$ cat src/shared/wake_rx_pkg.sv
// constants shared by the wake-up receiver control block and its timer.
// assumes a 125 MHz system clock and an AXI4-Lite master on 32-bit data.
package wake_rx_pkg;

  // ----------------------------------------------------------------
  // clock and timing
  // ----------------------------------------------------------------
  localparam int CLK_PERIOD_NS = 8;
  // sampling-on window, short setting
  localparam int SAMPLE_ON_TIME_NS = 200_000;
  // window length in system clocks, rounded down, at least one
  localparam int SAMPLE_ON_CYC = (SAMPLE_ON_TIME_NS / CLK_PERIOD_NS) < 1 ?
                                 1 : (SAMPLE_ON_TIME_NS / CLK_PERIOD_NS);
  localparam int OFF_CNT_W = 17;
  localparam logic [3:0] SEL_PARKED = 4'hF;

  // ----------------------------------------------------------------
  // register byte addresses
  // ----------------------------------------------------------------
  localparam logic [7:0] ADDR_CTL_STAT_ZERO = 8'h00;
  localparam logic [7:0] ADDR_CTL_STAT_ONE = 8'h04;
  localparam logic [7:0] ADDR_RECEIVED_BYTE = 8'h08;
  localparam logic [7:0] ADDR_TIMING_CTL = 8'h0C;
  localparam logic [7:0] ADDR_IRQ_STATUS = 8'h10;
  localparam logic [7:0] ADDR_IRQ_MASK = 8'h14;

  // ----------------------------------------------------------------
  // control/status zero fields
  // ----------------------------------------------------------------
  localparam int CS0_DET_OUT = 7;
  localparam int CS0_IRQ_EN = 6;
  localparam int CS0_LOCKOUT = 5;
  localparam int CS0_DOUBLE = 4;
  localparam int CS0_DET_EN = 3;
  localparam int CS0_SHORT_CODE = 2;
  localparam int CS0_SENS = 1;
  localparam int CS0_READBACK = 0;

  // ----------------------------------------------------------------
  // control/status one fields
  // ----------------------------------------------------------------
  localparam int CS1_DATA_READY = 7;
  localparam int CS1_FILTER = 6;
  localparam int CS1_CARRIER = 5;
  localparam int CS1_ACK_DATA = 6;
  localparam int CS1_ACK_CARRIER = 4;
  localparam int CS1_CODE_B = 3;
  localparam int CS1_CODE_A = 2;
  localparam int CS1_VIOL = 1;
  localparam int CS1_IGNORE = 0;

  // timing control: bits 3:0 select, bits 5:4 mode
  localparam int TC_SEL_LSB = 0;
  localparam int TC_MODE_LSB = 4;

  // interrupt status bits
  localparam int IRQ_DATA = 0;
  localparam int IRQ_CARRIER = 1;
  localparam int IRQ_CODE_A = 2;
  localparam int IRQ_CODE_B = 3;
  localparam int IRQ_CODE_ERR = 4;
  localparam int IRQ_W = 5;

  // ----------------------------------------------------------------
  // reset values and responses
  // ----------------------------------------------------------------
  localparam logic [7:0] CS0_RESET = 8'h00;
  localparam logic [7:0] CS1_RESET = 8'h00;
  localparam logic [3:0] SEL_RESET = 4'h0;
  localparam logic [1:0] MODE_RESET = 2'h0;
  localparam logic [1:0] RESP_OKAY = 2'h0;
  localparam logic [1:0] RESP_DECERR = 2'h3;

endpackage

$ cat src/off_interval_timer.sv
// sampling cycle sequencer: off interval counted on slow oscillator
// edges, then a sampling-on window counted on system clocks.
// assumes slow_rise_in is a one-cycle pulse already synchronised.
`timescale 1ns/100ps
module off_interval_timer #(
  parameter int ON_CYC = wake_rx_pkg::SAMPLE_ON_CYC
) (
  input wire logic clk_in, // system clock
  input wire logic rst_in, // synchronous reset, active high
  input wire logic [3:0] sel_in, // off interval select
  input wire logic dbl_in, // off interval doubling
  input wire logic slow_rise_in, // slow oscillator rising edge pulse
  input wire logic code_err_in, // code error pulse, starts lockout
  output logic window_out, // sampling window active
  output logic lockout_out // lockout in progress
);

  typedef enum {ST_PARK, ST_OFF, ST_ON} seq_e;
  localparam int OW = wake_rx_pkg::OFF_CNT_W;

  seq_e state_r;
  logic [OW-1:0] off_cnt_r;
  logic [OW-1:0] target_r;
  logic [31:0] on_cnt_r;
  logic [OW-1:0] target_nxt;
  logic off_end;

  assign target_nxt = (OW'(1) << (5'(sel_in) + 5'(dbl_in))) + OW'(1);
  assign off_end = (state_r == ST_OFF) && slow_rise_in &&
                   (off_cnt_r + OW'(1) == target_r);

  // ----------------------------------------------------------------
  // sequencer
  // ----------------------------------------------------------------
  always_ff @(posedge clk_in) begin
    if (rst_in) begin
      state_r <= ST_OFF;
      off_cnt_r <= '0;
      target_r <= OW'(2);
      on_cnt_r <= '0;
    end else begin
      case (state_r)
        ST_PARK: begin
          if (sel_in != wake_rx_pkg::SEL_PARKED) begin
            state_r <= ST_OFF;
            off_cnt_r <= '0;
            target_r <= target_nxt;
          end
        end
        ST_OFF: begin
          // a lockout that ends while parked must not open a window
          if (sel_in == wake_rx_pkg::SEL_PARKED &&
              (!lockout_out || off_end)) begin
            state_r <= ST_PARK;
          end else if (off_end) begin
            state_r <= ST_ON;
            on_cnt_r <= '0;
          end else if (slow_rise_in) begin
            off_cnt_r <= off_cnt_r + OW'(1);
          end
        end
        ST_ON: begin
          if (code_err_in || on_cnt_r == 32'(ON_CYC - 1)) begin
            state_r <= ST_OFF;
            off_cnt_r <= '0;
            target_r <= target_nxt;
          end else begin
            on_cnt_r <= on_cnt_r + 32'd1;
          end
        end
        default: state_r <= ST_OFF;
      endcase
    end
  end

  // ----------------------------------------------------------------
  // lockout
  // ----------------------------------------------------------------
  // held until off interval ends
  always_ff @(posedge clk_in) begin
    if (rst_in) begin
      lockout_out <= 1'b0;
    end else if (state_r == ST_ON && code_err_in) begin
      lockout_out <= 1'b1;
    end else if (off_end) begin
      lockout_out <= 1'b0;
    end
  end

  assign window_out = (state_r == ST_ON);
endmodule // off_interval_timer

$ cat src/wake_rx_control.sv
// wake-up receiver control/status with AXI4-Lite register access.
// assumes the decoder drives its event pulses on this clock and that
// the detector output and slow oscillator arrive asynchronously.
//
// The placing of the registers and the AXI4-Lite register port were chosen for this implementation.
`timescale 1ns/100ps

// Operation
// - select all ones keeps detector off
// - count two^dbl times two^sel plus one
// - off interval ends at window start
// - status bit 7 tracks sampled detector
// - status bit zero when detector unpowered
// - interrupt only while enable bit set
// - code error locks out for interval
// - detector powered only when enable set
// - bit 2 selects 8 or 16 code
// - bit 1 selects detector sensitivity
// - bit 0 picks agc or data byte
// - status one layout, all reset zero
// - data ack clears ready and matches
// - carrier ack clears carrier flag
// - two-bit mode selects operating mode
// - off interval then window, repeating
module wake_rx_control #(
  parameter int SAMPLE_ON_CYC = wake_rx_pkg::SAMPLE_ON_CYC
) (
  input wire logic MCLK_IN, // system clock
  input wire logic RESET_IN, // synchronous reset, active high
  input wire logic [7:0] S_AXI_AWADDR, // write address
  input wire logic S_AXI_AWVALID, // write address valid
  output logic S_AXI_AWREADY, // write address ready
  input wire logic [31:0] S_AXI_WDATA, // write data
  input wire logic [3:0] S_AXI_WSTRB, // write strobes
  input wire logic S_AXI_WVALID, // write data valid
  output logic S_AXI_WREADY, // write data ready
  output logic [1:0] S_AXI_BRESP, // write response
  output logic S_AXI_BVALID, // write response valid
  input wire logic S_AXI_BREADY, // write response ready
  input wire logic [7:0] S_AXI_ARADDR, // read address
  input wire logic S_AXI_ARVALID, // read address valid
  output logic S_AXI_ARREADY, // read address ready
  output logic [31:0] S_AXI_RDATA, // read data
  output logic [1:0] S_AXI_RRESP, // read response
  output logic S_AXI_RVALID, // read data valid
  input wire logic S_AXI_RREADY, // read data ready
  input wire logic DET_OUT_IN, // detector output pin, async
  input wire logic SLOW_OSC_IN, // 1 ms slow oscillator, async
  input wire logic CODE_ERR_IN, // code error pulse from decoder
  input wire logic DATA_VALID_IN, // datagram accepted pulse
  input wire logic [7:0] DATA_BYTE_IN, // received data byte
  input wire logic CODE_A_IN, // code A match pulse
  input wire logic CODE_B_IN, // code B match pulse
  input wire logic CARRIER_IN, // carrier detected pulse
  input wire logic FILTER_IN, // filter in range level
  input wire logic CODE_VIOL_IN, // code violation level
  input wire logic [5:0] AGC_IN, // gain control setting
  output logic DET_POWER_OUT, // detector power enable
  output logic DECODER_EN_OUT, // decoder enable
  output logic DET_SAMPLE_OUT, // sampled detector to decoder
  output logic SHORT_CODE_OUT, // 8 bit wake code select
  output logic SENSITIVITY_OUT, // less sensitive threshold
  output logic [1:0] MODE_OUT, // operating mode field
  output logic IRQ_OUT // receiver interrupt, level
);

  // ----------------------------------------------------------------
  // synchronisers
  // ----------------------------------------------------------------
  logic det_meta_r, det_sync_r, slow_meta_r, slow_sync_r;
  logic slow_prev_r, slow_rise;

  always_ff @(posedge MCLK_IN) begin
    if (RESET_IN) begin
      det_meta_r <= 1'b0;
      det_sync_r <= 1'b0;
      slow_meta_r <= 1'b0;
      slow_sync_r <= 1'b0;
      slow_prev_r <= 1'b0;
    end else begin
      det_meta_r <= DET_OUT_IN;
      det_sync_r <= det_meta_r;
      slow_meta_r <= SLOW_OSC_IN;
      slow_sync_r <= slow_meta_r;
      slow_prev_r <= slow_sync_r;
    end
  end

  assign slow_rise = slow_sync_r && !slow_prev_r;

  // ----------------------------------------------------------------
  // registers
  // ----------------------------------------------------------------
  logic irq_en_r, dbl_r, det_en_r, short_code_r, sens_r, readback_r;
  logic [3:0] sel_r;
  logic [1:0] mode_r;
  logic ignore_r, data_ready_r, carrier_r, code_a_r, code_b_r;
  logic filter_r, viol_r, det_status_r;
  logic [7:0] rx_byte_r;
  logic [wake_rx_pkg::IRQ_W-1:0] irq_stat_r, irq_mask_r, irq_events;
  logic window, lockout;

  // ----------------------------------------------------------------
  // AXI4-Lite slave
  // ----------------------------------------------------------------
  logic aw_held_r, w_held_r, wstrb0_r, wr_go, wr_lane;
  logic [7:0] awaddr_r, wdata_r, wr_addr, wr_data, rd_val;
  logic rd_go, rd_irq_clr, rd_hit, ack_data, ack_carrier;

  assign S_AXI_AWREADY = !aw_held_r && !S_AXI_BVALID;
  assign S_AXI_WREADY = !w_held_r && !S_AXI_BVALID;
  assign wr_addr = aw_held_r ? awaddr_r : S_AXI_AWADDR;
  assign wr_data = w_held_r ? wdata_r : S_AXI_WDATA[7:0];
  assign wr_lane = w_held_r ? wstrb0_r : S_AXI_WSTRB[0];
  assign wr_go = (aw_held_r || (S_AXI_AWVALID && S_AXI_AWREADY)) &&
                 (w_held_r || (S_AXI_WVALID && S_AXI_WREADY));

  // address and data taken in either order, response after both
  always_ff @(posedge MCLK_IN) begin
    if (RESET_IN) begin
      aw_held_r <= 1'b0;
      w_held_r <= 1'b0;
      awaddr_r <= 8'h00;
      wdata_r <= 8'h00;
      wstrb0_r <= 1'b0;
      S_AXI_BVALID <= 1'b0;
      S_AXI_BRESP <= wake_rx_pkg::RESP_OKAY;
    end else begin
      if (wr_go) begin
        aw_held_r <= 1'b0;
        w_held_r <= 1'b0;
        S_AXI_BVALID <= 1'b1;
        S_AXI_BRESP <= (wr_addr <= wake_rx_pkg::ADDR_IRQ_MASK &&
                        wr_addr[1:0] == 2'h0) ?
                       wake_rx_pkg::RESP_OKAY : wake_rx_pkg::RESP_DECERR;
      end else begin
        if (S_AXI_AWVALID && S_AXI_AWREADY) begin
          aw_held_r <= 1'b1;
          awaddr_r <= S_AXI_AWADDR;
        end
        if (S_AXI_WVALID && S_AXI_WREADY) begin
          w_held_r <= 1'b1;
          wdata_r <= S_AXI_WDATA[7:0];
          wstrb0_r <= S_AXI_WSTRB[0];
        end
        if (S_AXI_BVALID && S_AXI_BREADY) begin
          S_AXI_BVALID <= 1'b0;
        end
      end
    end
  end

  assign S_AXI_ARREADY = !S_AXI_RVALID;
  assign rd_go = S_AXI_ARVALID && S_AXI_ARREADY;
  assign rd_irq_clr = rd_go && S_AXI_ARADDR == wake_rx_pkg::ADDR_IRQ_STATUS;

  always_comb begin
    rd_hit = 1'b1;
    case (S_AXI_ARADDR)
      wake_rx_pkg::ADDR_CTL_STAT_ZERO: rd_val = {det_status_r, irq_en_r,
        lockout, dbl_r, det_en_r, short_code_r, sens_r, readback_r};
      wake_rx_pkg::ADDR_CTL_STAT_ONE: rd_val = {data_ready_r, filter_r,
        carrier_r, 1'b0, code_b_r, code_a_r, viol_r, ignore_r};
      wake_rx_pkg::ADDR_RECEIVED_BYTE: rd_val = readback_r ? rx_byte_r :
        {2'b00, AGC_IN};
      wake_rx_pkg::ADDR_TIMING_CTL: rd_val = {2'b00, mode_r, sel_r};
      wake_rx_pkg::ADDR_IRQ_STATUS: rd_val = 8'(irq_stat_r);
      wake_rx_pkg::ADDR_IRQ_MASK: rd_val = 8'(irq_mask_r);
      default: begin
        rd_val = 8'h00;
        rd_hit = 1'b0;
      end
    endcase
  end

  always_ff @(posedge MCLK_IN) begin
    if (RESET_IN) begin
      S_AXI_RVALID <= 1'b0;
      S_AXI_RDATA <= 32'h0000_0000;
      S_AXI_RRESP <= wake_rx_pkg::RESP_OKAY;
    end else if (rd_go) begin
      S_AXI_RVALID <= 1'b1;
      S_AXI_RDATA <= {24'h00_0000, rd_val};
      S_AXI_RRESP <= rd_hit ? wake_rx_pkg::RESP_OKAY :
                     wake_rx_pkg::RESP_DECERR;
    end else if (S_AXI_RREADY) begin
      S_AXI_RVALID <= 1'b0;
    end
  end

  // ----------------------------------------------------------------
  // control fields
  // ----------------------------------------------------------------
  always_ff @(posedge MCLK_IN) begin
    if (RESET_IN) begin
      {irq_en_r, dbl_r, det_en_r} <= 3'b000;
      {short_code_r, sens_r, readback_r} <= 3'b000;
      ignore_r <= 1'b0;
      sel_r <= wake_rx_pkg::SEL_RESET;
      mode_r <= wake_rx_pkg::MODE_RESET;
      irq_mask_r <= '0;
    end else if (wr_go && wr_lane) begin
      case (wr_addr)
        wake_rx_pkg::ADDR_CTL_STAT_ZERO: begin
          irq_en_r <= wr_data[wake_rx_pkg::CS0_IRQ_EN];
          dbl_r <= wr_data[wake_rx_pkg::CS0_DOUBLE];
          det_en_r <= wr_data[wake_rx_pkg::CS0_DET_EN];
          short_code_r <= wr_data[wake_rx_pkg::CS0_SHORT_CODE];
          sens_r <= wr_data[wake_rx_pkg::CS0_SENS];
          readback_r <= wr_data[wake_rx_pkg::CS0_READBACK];
        end
        wake_rx_pkg::ADDR_CTL_STAT_ONE:
          ignore_r <= wr_data[wake_rx_pkg::CS1_IGNORE];
        wake_rx_pkg::ADDR_TIMING_CTL: begin
          sel_r <= wr_data[wake_rx_pkg::TC_SEL_LSB +: 4];
          mode_r <= wr_data[wake_rx_pkg::TC_MODE_LSB +: 2];
        end
        wake_rx_pkg::ADDR_IRQ_MASK:
          irq_mask_r <= wr_data[wake_rx_pkg::IRQ_W-1:0];
        default: ;
      endcase
    end
  end

  assign ack_data = wr_go && wr_lane &&
    wr_addr == wake_rx_pkg::ADDR_CTL_STAT_ONE &&
    wr_data[wake_rx_pkg::CS1_ACK_DATA];
  assign ack_carrier = wr_go && wr_lane &&
    wr_addr == wake_rx_pkg::ADDR_CTL_STAT_ONE &&
    wr_data[wake_rx_pkg::CS1_ACK_CARRIER];

  // ----------------------------------------------------------------
  // receiver flags; a set in the ack cycle wins
  // ----------------------------------------------------------------
  always_ff @(posedge MCLK_IN) begin
    if (RESET_IN) begin
      {data_ready_r, code_a_r, code_b_r, carrier_r} <= 4'h0;
      {filter_r, viol_r} <= 2'b00;
      rx_byte_r <= 8'h00;
    end else begin
      data_ready_r <= DATA_VALID_IN || (data_ready_r && !ack_data);
      code_a_r <= CODE_A_IN || (code_a_r && !ack_data);
      code_b_r <= CODE_B_IN || (code_b_r && !ack_data);
      carrier_r <= CARRIER_IN || (carrier_r && !ack_carrier);
      filter_r <= FILTER_IN;
      viol_r <= CODE_VIOL_IN && det_en_r;
      if (DATA_VALID_IN) begin
        rx_byte_r <= DATA_BYTE_IN;
      end
    end
  end

  // ----------------------------------------------------------------
  // sequencing and detector
  // ----------------------------------------------------------------
  // interval from select and doubling
  off_interval_timer #(
    .ON_CYC(SAMPLE_ON_CYC)
  ) u_timer (
    .clk_in(MCLK_IN),
    .rst_in(RESET_IN),
    .sel_in(sel_r),
    .dbl_in(dbl_r),
    .slow_rise_in(slow_rise),
    .code_err_in(CODE_ERR_IN),
    .window_out(window),
    .lockout_out(lockout)
  );

  assign DET_POWER_OUT = window && det_en_r && !lockout;
  assign DECODER_EN_OUT = DET_POWER_OUT;
  // ignore holds the sampled output low during the window
  assign DET_SAMPLE_OUT = det_status_r && !ignore_r;

  always_ff @(posedge MCLK_IN) begin
    if (RESET_IN) begin
      det_status_r <= 1'b0;
    end else begin
      det_status_r <= DET_POWER_OUT && det_sync_r;
    end
  end

  assign SHORT_CODE_OUT = short_code_r;
  assign SENSITIVITY_OUT = sens_r;
  assign MODE_OUT = mode_r;

  // ----------------------------------------------------------------
  // interrupt; reading the status clears it
  // ----------------------------------------------------------------
  assign irq_events = {CODE_ERR_IN, CODE_B_IN, CODE_A_IN, CARRIER_IN,
                       DATA_VALID_IN};

  always_ff @(posedge MCLK_IN) begin
    if (RESET_IN) begin
      irq_stat_r <= '0;
    end else begin
      irq_stat_r <= irq_events | (rd_irq_clr ? '0 : irq_stat_r);
    end
  end

  assign IRQ_OUT = irq_en_r && |(irq_stat_r & irq_mask_r);
endmodule // wake_rx_control

$ cat config.mk
export PLATFORM = sky130hd
export DESIGN_NAME = wake_rx_control
export DESIGN_NICKNAME = d
export VERILOG_FILES = /design/src/shared/wake_rx_pkg.sv /design/src/off_interval_timer.sv /design/src/wake_rx_control.sv
export SDC_FILE = /design/constraint.sdc
export NUM_CORES = 1
export LEC_CHECK = 0
export BUFFER_PORTS_ARGS = -buffer_cell sky130_fd_sc_hd__buf_2
export CELL_PAD_IN_SITES_DETAIL_PLACEMENT = 0
export CELL_PAD_IN_SITES_GLOBAL_PLACEMENT = 2
export CORE_UTILIZATION = 30
export DETAILED_ROUTE_END_ITERATION = 8
export PLACE_DENSITY_LB_ADDON = 0.05
export SETUP_SLACK_MARGIN = 0.2
export SYNTH_ARGS = -nofsm -noshare
export SYNTH_HDL_FRONTEND = slang
export SYNTH_HIERARCHICAL = 1
export SYNTH_SLANG_ARGS = --single-unit
$ cat constraint.sdc
create_clock -name MCLK_IN -period 2.85 [get_ports MCLK_IN]
set_input_delay 0.57 -clock MCLK_IN [delete_from_list [all_inputs] [get_ports MCLK_IN]]
set_output_delay 0.57 -clock MCLK_IN [all_outputs]
set_load 0.02 [all_outputs]
== Word level (Yosys, flattened, before mapping) ==
Cells that the tools add are included.

* Reductions and logical operators: 68
* Eq/ne operators: 24
* Magnitude comparators: 1
* Add/sub/neg operators: 4
* Shift-type cells: 1
* Muxes and demuxes: 33
* Bitwise gates (word level): 3

{| class="wikitable"
|+ Operators with widths
! cell !! number
|-
| 32-bit two-way mux || 7
|-
| 17-bit two-way mux || 7
|-
| 32-bit one-hot mux with 3 select lines || 1
|-
| 32-bit by 2-bit == test with 1-bit output, second input constant || 2
|-
| 32-bit one-hot mux with 2 select lines || 1
|-
| 17-bit one-hot mux with 3 select lines || 1
|-
| 8-bit one-hot mux with 6 select lines || 1
|-
| 17-bit one-hot mux with 2 select lines || 1
|-
| 32-bit by 1-bit adder with 32-bit output, second input constant || 1
|-
| 32-bit by 1-bit == test with 1-bit output, second input constant || 1
|-
| 32-bit by 15-bit == test with 1-bit output, second input constant || 1
|-
| 32-bit by 3-bit == test with 1-bit output, second input constant || 1
|-
| 32-bit logical NOT || 1
|-
| 1-bit logical AND || 28
|-
| 8-bit by 4-bit == test with 1-bit output, second input constant || 3
|-
| 8-bit by 5-bit == test with 1-bit output, second input constant || 3
|-
| 17-bit by 1-bit adder with 17-bit output, second input constant || 1
|-
| 17-bit by 2-bit adder with 17-bit output, second input constant || 1
|-
| 17-bit == test || 1
|-
| 1-bit by 5-bit << shifter with 17-bit output, first input constant || 1
|-
| 8-bit by 3-bit == test with 1-bit output, second input constant || 2
|-
| 8-bit logical NOT || 2
|-
| 8-bit two-way mux || 2
|-
| 2-bit AND reduction || 6
|-
| 25 further kinds || 58
|}

* Input port bits: 82
* Register bits after elaboration: 174

== Depth between registers and ports, before layout ==
Gate-level depths: netlist of the first run.

* Depth after elaboration: 11
* Mapped depth: 12

== Hierarchy ==
The synthesis of the first run kept the hierarchy.

{| class="wikitable"
|+ Modules (own cells, without submodules)
! module !! cells an instance !! area each (µm²) !! times used !! sequential area each (µm²)
|-
| off_interval_timer || 520 || 4035.1 || 1 || 1381.3
|-
| wake_rx_control || 397 || 3677.3 || 1 || 1461.4
|}

== Worst setup path after synthesis of the first run ==
No wires, ideal clock.

* Path type: register to register
* Start: register u_timer.off_cnt_r[0]
* End: register u_timer.on_cnt_r[11]
* Setup slack: 0.012 ns
* Library setup time: 0.059 ns
* Period minus slack after synthesis: 2.838 ns
* Cell stages (with the launch flop): 12
* Arrival: 2.778 ns
* Required time: 2.791 ns
* Path buffers: 2
* Cell sequence: dfxtp_1 ha_1 nand4_2 nor4_4 mux2i_1 o211ai_1 and4b_1 buf_2 a21o_1 buf_2 or4_1 nand2_1

* Longest elaborated chain between the ends: 7
* Elaborated cells between the ends (all ways): 8
* Those cells by class: add/sub (1); eq/ne (3); reduce/logical (4)

{| class="wikitable"
|+ RTL lines
! element !! RTL line !! source
|-
| from (decl) || off_interval_timer.sv:22 || <nowiki>logic [OW-1:0] off_cnt_r;</nowiki>
|-
| from (signal assigned) || off_interval_timer.sv:59 || <nowiki>off_cnt_r <= off_cnt_r + OW'(1);</nowiki>
|-
| 17-bit by 1-bit adder with 17-bit output (*) || off_interval_timer.sv:30 || <nowiki>(off_cnt_r + OW'(1) == target_r);</nowiki>
|-
| 17-bit == test (*) || off_interval_timer.sv:30 ||
|-
| 1-bit logical AND (*) || off_interval_timer.sv:29 || <nowiki>assign off_end = (state_r == ST_OFF) && slow_rise_in &&</nowiki>
|-
| 1-bit logical OR || off_interval_timer.sv:53 || <nowiki>(!lockout_out || off_end)) begin</nowiki>
|-
| 1-bit logical AND || off_interval_timer.sv:52 || <nowiki>if (sel_in == wake_rx_pkg::SEL_PARKED &&</nowiki>
|-
| 2-bit != test (no source line) || n/a ||
|-
| 4-bit AND reduction (no source line) (*) || n/a ||
|-
| to (signal assigned) || off_interval_timer.sv:68 || <nowiki>on_cnt_r <= on_cnt_r + 32'd1;</nowiki>
|-
| to (decl) || off_interval_timer.sv:24 || <nowiki>logic [31:0] on_cnt_r;</nowiki>
|}

Mark *: on every way between the ends. The rest lies on a longest branch, timed or not.
A chain may end at the register's enable or synchronous reset.

== Worst setup path after layout of the first run ==
* Start: register u_timer.off_cnt_r[0]
* End: register u_timer.off_cnt_r[10]

* Longest elaborated chain between the ends: 7
* Elaborated cells between the ends (all ways): 12
* Those cells by class: add/sub (1); eq/ne (3); mux (4); reduce/logical (4)

{| class="wikitable"
|+ RTL lines
! element !! RTL line
|-
| 17-bit by 1-bit adder with 17-bit output (*) || off_interval_timer.sv:30, off_interval_timer.sv:59
|-
| 17-bit == test || off_interval_timer.sv:30
|-
| 1-bit logical AND || off_interval_timer.sv:29
|-
| 1-bit logical OR || off_interval_timer.sv:53
|-
| 1-bit logical AND || off_interval_timer.sv:52
|-
| 2-bit != test (no source line) || n/a
|-
| 6-bit AND reduction (no source line) || n/a
|}

Mark *: on every way between the ends. The rest lies on a longest branch, timed or not. The select of a mux whose other input is x is not followed.

==> key figures, run 1 <==
Run status
  • Outcome: complete, no violations

Worst setup path
  • Slowest-stage cell, CP: or3_4
  • WP data arrival: 3.06 ns
  • Critical path startpoint category: flop
  • CP max stage delay: 0.45 ns
  • Crit Path Category: reg2reg
  • CP Capture Type: flop
  • Cells along the critical path: nand4_1 -> or3_4 -> or3_1 -> a22oi_2 -> and4b_2 -> buf_12 -> buf_8 -> nand3b_1 -> buf_6 -> nor4_4 -> o22a_1
  • Req. time, crit path: 3.16 ns
  • CP max FO: 7

Placement
  • Pre-CTS WS: -0.104 ns
  • Port bufs: 78
  • Final RePlAce weighted congestion: 0.833
  • DP HPWL: 16,500 um
  • Placed instance area: 8770 um^2

STA
  • Transition time of the tightest slew-check pin: 0.982 ns
  • Rel. slew slack: 0.343
  • Min Clock Period, post-route: 2.75 ns
  • Period utilization: 0.963
  • RSZ-0062 raised after global routing: true
  • Layout Skew: 0.0141 ns
  • Final Hold Viols: 0
  • Final worst slack: 0.105 ns
  • F_max: 364 MHz
  • Hold Slack: 0.314 ns
  • Final Max Slew Viols: 0
  • Setup-failing EPs final: 0

Routing
  • Starting DRT DRC Count: 359
  • DR WL/cell: 16.7 um
  • 1st-pass router iterations: 7
  • DRC: 0
  • Antenna Violating Nets Remaining: 0
  • Total routed wirelength: 23,300 um
  • Via count: 7,183
  • Post-DR vias/cell: 5.14

CTS
  • Post-CTS Hold Fix Bufs: 0
  • Clock transition at the registers of the reported paths: 0.08 ns
  • # clock sinks: 142
  • H-tree Lvls: 4
  • Max clock buf depth: 2
  • Clock Latency Late Sink: 0.43 ns
  • CTS Buf Count: 17
  • Clock root cell: clkbuf_16
  • CTS tree: done

Worst hold path
  • HP Class: in2reg

Logic synthesis
  • Synthesized area per cell: 8.41 um^2
  • Warnings from Yosys: 6
  • Gate Count Post-Synth: 917
  • Sequential area share after synthesis: 0.369
  • Post-synth EDFFs: 0
  • Synthesized flop and latch total: 142
  • Main combinational cell family by area after synthesis: simple AND/OR/NAND/NOR gates
  • XOR/XNOR Fraction of Synth Area: 0.0295
  • Netlist Area Pre-Place: 7710 um^2
  • Synth cell types: 75
  • Asr flop ratio synth: 0
  • Simple-gate share of the synthesized area: 0.256
  • Synth Flop Type: dfxtp_1
  • Multiplexer area fraction after synthesis: 0.0860
  • Synth Area in Compound Gates: 0.183
  • Adder-cell share of the synthesized area: 0.00811

Floorplanning
  • Die area: 26,400 um^2
  • Rows: 58
  • Starting density of the core: 0.306
  • Die Wd: 162 um
  • Core area: 25,200 um^2
  • I/O pin cnt: 131
  • Die height: 162 um

Finish
  • Area grow syn2layout: 27.6%
  • Commonest non-fill, non-tap cell in the layout: dfxtp_1
  • Filler Cell Count: 2,609
  • Commonest cells after routing, fill and taps aside: dfxtp_1 (136), nor2_1 (82), buf_2 (79)
  • Fin nets: 1,141
  • Final Instance Area: 9840 um^2
  • Layout cells sized above 1: 0.265
  • ANT cells: 0
  • Fin util: 0.391

GRT
  • Vias in the first global route: 7,172
  • Global-route wire length before repair: 37,200 um
  • Antenna violations before repair: 0
  • GRT overflow: 0
  • Largest net degree at the start of global routing: 49
  • GRT Resource Usage Total: 0.180

Run
  • Max-Cap Viols: 0

Power and ir drop
  • PD cells: 488 nW/um^2
  • LEAKAGE: 3.94 nW
  • Largest vdd supply drop: 0.270 mV
==> repair_timing <==
item,4_1_cts,5_1_grt
endpoints found under the hold margin,0,0
cloned,5,2
pin swaps,60,13
resized for setup,34,34
setup endpoints to repair,49,62
buffers inserted,13,2
==> stage by stage <==
step	TNS (ns)	power (mW)	cells
final	0	4.80	1397
after global routing	-0.625	5.00	1397
after CTS	0	4.86	1393
after detailed placement	-1.40	2.57	1343
after global placement	-0.814	2.57	1343
after floorplan	0	2.44	940
==> critical path, delay by kind of cell (launching register included) <==
kind | cells | cell delay [ns]
simple gates | 6 | 1.48
buf+inv | 3 | 0.45
flops | 1 | 0.38
compound gates | 2 | 0.32
==> area by class of cell <==
cell class	instances	area, um^2	share of cell area
Multi-Input combinational cell	698	4710	0.479
Clock buffer	17	425	0.0432
Sequential cell	142	2860	0.290
Inverter	24	90.1	0.00915
Clock inverter	15	164	0.0166
Tap cell	330	413	0.0419
Timing Repair Buffer	171	1180	0.120
==> worst paths after layout <==
| kind | endpoint | slack, ns | start | cells past startpoint |
|---|---|---|---|---|
| max | u_timer/off_cnt_r[10]$_SDFFE_PP0P_ | 0.10 | u_timer/off_cnt_r[0]$_SDFFE_PP0P_ | 11 |
| min reg2reg | slow_sync_r$_SDFF_PP0_ | 0.44 | slow_meta_r$_SDFF_PP0_ | 1 |
| max reg2reg | u_timer/off_cnt_r[10]$_SDFFE_PP0P_ | 0.10 | u_timer/off_cnt_r[0]$_SDFFE_PP0P_ | 11 |
| min | S_AXI_RVALID$_SDFFE_PP0P_ | 0.31 | S_AXI_RREADY | 2 |
==> metal layers <==
metal | GRT usage | up-vias | wire (um)
met4 | 0.0562 | 0 | 199
met2 | 0.297 | 143 | 11200
li1 | - | 3605 | -
met5 | 0 | - | 0
met1 | 0.233 | 3421 | 11100
met3 | 0.0367 | 14 | 827
==> cells by family (layout without fill, tap and decap cells) <==
logic type               Yosys count  after routing
AO/OA/AOI/OAI                    222            226
XOR/XNOR                          26             26
adder cells (fa/ha/maj)            5              5
buffers and inverters            104            227
flip-flops                       142            142
multiplexers                      60             60
other                              1             24
AND/OR/NAND/NOR                  357            357
==> sequential cells by signal, summed over array words and instances, names as in the netlist, 2 cells and up <==
name               count
MODE_OUT               2
irq_stat_r             5
u_timer/on_cnt_r      32
irq_mask_r             5
u_timer/target_r      17
u_timer/off_cnt_r     17
awaddr_r               8
u_timer/state_r        2
sel_r                  4
rx_byte_r              8
S_AXI_RDATA            8
wdata_r                7
==> synthesized netlist by cell type (all sizes together) (7+ instances only) <==
cell,n,area (um^2)
a21oi,78,394
a31oi,13,81.3
and3,19,119
buf,48,313
clkbuf,32,121
dfxtp,142,2840
inv,23,86.3
mux2,18,218
mux2i,40,400
nand2,51,191
nand2b,16,100
nand3,27,140
nand4,17,113
nor2,83,312
nor2b,22,138
nor3,28,140
nor3b,7,57.6
nor4,20,170
o211ai,10,75.1
o21ai,51,255
o31ai,11,82.6
o41ai,11,96.3
or3,25,156
or4,13,97.6
xnor2,17,149
xor2,9,78.8
==> where the power goes <==
group	internal, mW	total, mW	leakage [nW]	switching [mW]
clock	1.25	2.26	0.289	1.01
combinational	0.186	0.474	2.50	0.288
sequential	2.03	2.07	1.16	0.0373
total	3.47	4.80	3.94	1.34
Power figures use the tool's default switching activity.
==> run 2, diff against run 1 <==
==> constraint.sdc (replaced) <==
create_clock -name MCLK_IN -period 2.85 [get_ports MCLK_IN]
set_input_delay 0.4275 -clock MCLK_IN [delete_from_list [all_inputs] [get_ports MCLK_IN]]
set_output_delay 0.4275 -clock MCLK_IN [all_outputs]
set_load 0.02 [all_outputs]
==> run 2 against run 1 <==
- non-clock buffer count increased by 3
- sequential share of layout area decreased by 0.86 points
- first-iteration DRC count grew 15%
- clock power rose by 14%
- design area rose by 3.0%
- count of clock-buffer cells in the layout grew 4
- sequential power barely moved
- maximum frequency down 2.8%
- critical path type unchanged
- global-route usage up 0.14 points
- flip-flop and latch count did not move
- utilization increased by 1.2 points
- critical endpoint is now u_timer/on_cnt_r[31]$_SDFFE_PP0P_
==> key figures, run 2 (synthesized netlist as in run 1, its figures left out) <==
Run status
  • Outcome: complete, no violations

Routing
  • DR WL/cell: 17.0 um (+1.9%)
  • Via count: 7,204 (+0.29%)
  • Post-DR vias/cell: 5.15 (+0.15%)
  • 1st-pass router iterations: 4 (-3)
  • Total routed wirelength: 23,800 um (+2.1%)
  • Antenna Violating Nets Remaining: 0 (unchanged)
  • DRC: 0 (unchanged)
  • Starting DRT DRC Count: 412 (+15%)

Finish
  • Area grow syn2layout: 31.5%
  • Layout cells sized above 1: 0.290 (+0.0248)
  • Commonest non-fill, non-tap cell in the layout: dfxtp_1
  • Filler Cell Count: 2,520 (-3.4%)
  • ANT cells: 0 (unchanged)
  • Fin cells: 1,399 (+0.14%)
  • Fin nets: 1,144 (+0.26%)
  • Largest register FFs: 32 (unchanged)
  • Most flops, register: u_timer/on_cnt_r
  • Regs by FF count: u_timer/on_cnt_r x32, u_timer/off_cnt_r x17, u_timer/target_r x17
  • Commonest cells after routing, fill and taps aside: dfxtp_1 (137), buf_2 (78), nor2_1 (77)

Worst setup path
  • Req. time, crit path: 3.20 ns (+0.04 ns)
  • Crit Path Category: reg2reg
  • CP Capture Type: flop
  • WP data arrival: 3.18 ns (+0.12 ns)
  • CP max FO: 6 (-1)
  • Critical path startpoint category: flop

Placement
  • Pre-CTS WS: -0.172 ns (-0.0677 ns)
  • Final RePlAce weighted congestion: 0.781 (-6.3%)
  • Port bufs: 78 (unchanged)
  • DP HPWL: 16,800 um (+1.9%)
  • Inst Count DP: 1,342 (-0.074%)

CTS
  • Clock Latency Late Sink: 0.42 ns (about the same)
  • CTS tree: done
  • H-tree Lvls: 4 (unchanged)
  • Max clock buf depth: 2 (unchanged)
  • Clock transition at the registers of the reported paths: 0.06 ns (-0.02 ns)
  • CTS Buf Count: 17 (unchanged)
  • Clock root cell: clkbuf_16
  • Post-CTS Hold Fix Bufs: 0 (unchanged)
  • # clock sinks: 142 (unchanged)

STA
  • Layout Skew: 0.0101 ns (-0.00404 ns)
  • Final Max Slew Viols: 0 (unchanged)
  • Period utilization: 0.991 (+0.0280)
  • Rel. slew slack: 0.418 (+0.0750)
  • F_max: 354 MHz (-2.8%)
  • RSZ-0062 raised after global routing: true
  • Final worst slack: 0.0248 ns (-0.0798 ns)
  • Final Hold Viols: 0 (unchanged)
  • Transition time of the tightest slew-check pin: 0.865 ns (-0.117 ns)
  • Min Clock Period, post-route: 2.83 ns (+0.0798 ns)
  • Hold Slack: 0.187 ns (-0.127 ns)
  • Setup-failing EPs final: 0 (unchanged)

Worst hold path
  • HP Class: in2reg

Power and ir drop
  • Largest vdd supply drop: 0.300 mV (+11%)
  • LEAKAGE: 4.03 nW (+2.1%)
  • Overall power: 5.13 mW (+6.7%)
  • PD cells: 505 nW/um^2 (+3.6%)

Floorplanning
  • Starting density of the core: 0.306 (unchanged)
  • Die height: 162 um (unchanged)
  • I/O pin cnt: 131 (unchanged)
  • Rows: 58 (unchanged)
  • Die Wd: 162 um (unchanged)
  • Core area: 25,200 um^2 (unchanged)
  • Die area: 26,400 um^2 (unchanged)

GRT
  • GRT Resource Usage Total: 0.181 (+0.00143)
  • GRT overflow: 0 (unchanged)
  • Vias in the first global route: 7,031 (-2.0%)
  • Antenna violations before repair: 0 (unchanged)
  • Largest net degree at the start of global routing: 43 (-12%)
  • Global-route wire length before repair: 37,400 um (+0.61%)

Run
  • Max-Cap Viols: 0 (unchanged)
-- run 2: power by group --
| group | total [mW] | internal [mW] | switching [mW] |
|---|---|---|---|
| Clock | 2.57 | 1.69 | 0.884 |
| Combinational | 0.485 | 0.192 | 0.293 |
| Sequential | 2.07 | 2.03 | 0.0367 |
-- run 2: cell type report --
cell class	count	area [um^2]	share of cell area
clock buffer	21	460	0.0454
clock inverter	10	210	0.0207
inverter	24	90.1	0.00888
multi-input combinational	698	4840	0.477
sequential	142	2850	0.281
tap	330	413	0.0407
timing repair buffer	174	1270	0.125
-- run 2: what timing repair did --
| action | in CTS | in global routing |
|---|---|---|
| cloned | 5 | 2 |
| endpoints found under the hold margin | 0 | 0 |
| setup buffers | 14 | 5 |
| setup endpoints to repair | 49 | 56 |
| gates resized for setup | 34 | 63 |
| pin swaps | 60 | 18 |
-- run 2: worst paths after layout --
| path | from | to | slack (ns) | cells after the start |
|---|---|---|---|---|
| setup / recovery | u_timer/off_cnt_r[1]$_SDFFE_PP0P_ | u_timer/on_cnt_r[31]$_SDFFE_PP0P_ | 0.02 | 9 |
| hold reg to reg | slow_meta_r$_SDFF_PP0_ | slow_sync_r$_SDFF_PP0_ | 0.43 | 1 |
| setup reg to reg | u_timer/off_cnt_r[1]$_SDFFE_PP0P_ | u_timer/on_cnt_r[31]$_SDFFE_PP0P_ | 0.02 | 9 |
| hold / removal | S_AXI_RREADY | S_AXI_RVALID$_SDFFE_PP0P_ | 0.19 | 2 |
-- run 2: worst max-delay path: stages (launching register included) --
cell     delay [ns]
dfxtp_4        0.37
nand4_1        0.20
or3_4          0.46
or3_4          0.37
a22oi_2        0.12
and4b_2        0.26
buf_12         0.14
a21oi_4        0.10
or4_4          0.58
a21oi_2        0.13
-- run 2: through the flow --
step,utilization,TNS [ns],cell area [um^2]
after floorplan,-,0,7840
after global placement,0.348,-1.25,8760
after detailed placement,0.348,-2.37,8760
after CTS,0.388,0,9760
after global routing,0.403,-1.86,10100
final,0.403,0,10100
-- run 2: layer usage --
layer / GRT usage / vias up / wire (um)
met2: 0.307 / 127 / 11500
met4: 0.0510 / 0 / 322
met1: 0.236 / 3447 / 11100
met3: 0.0298 / 24 / 783
li1: - / 3606 / -
met5: 0 / - / 0
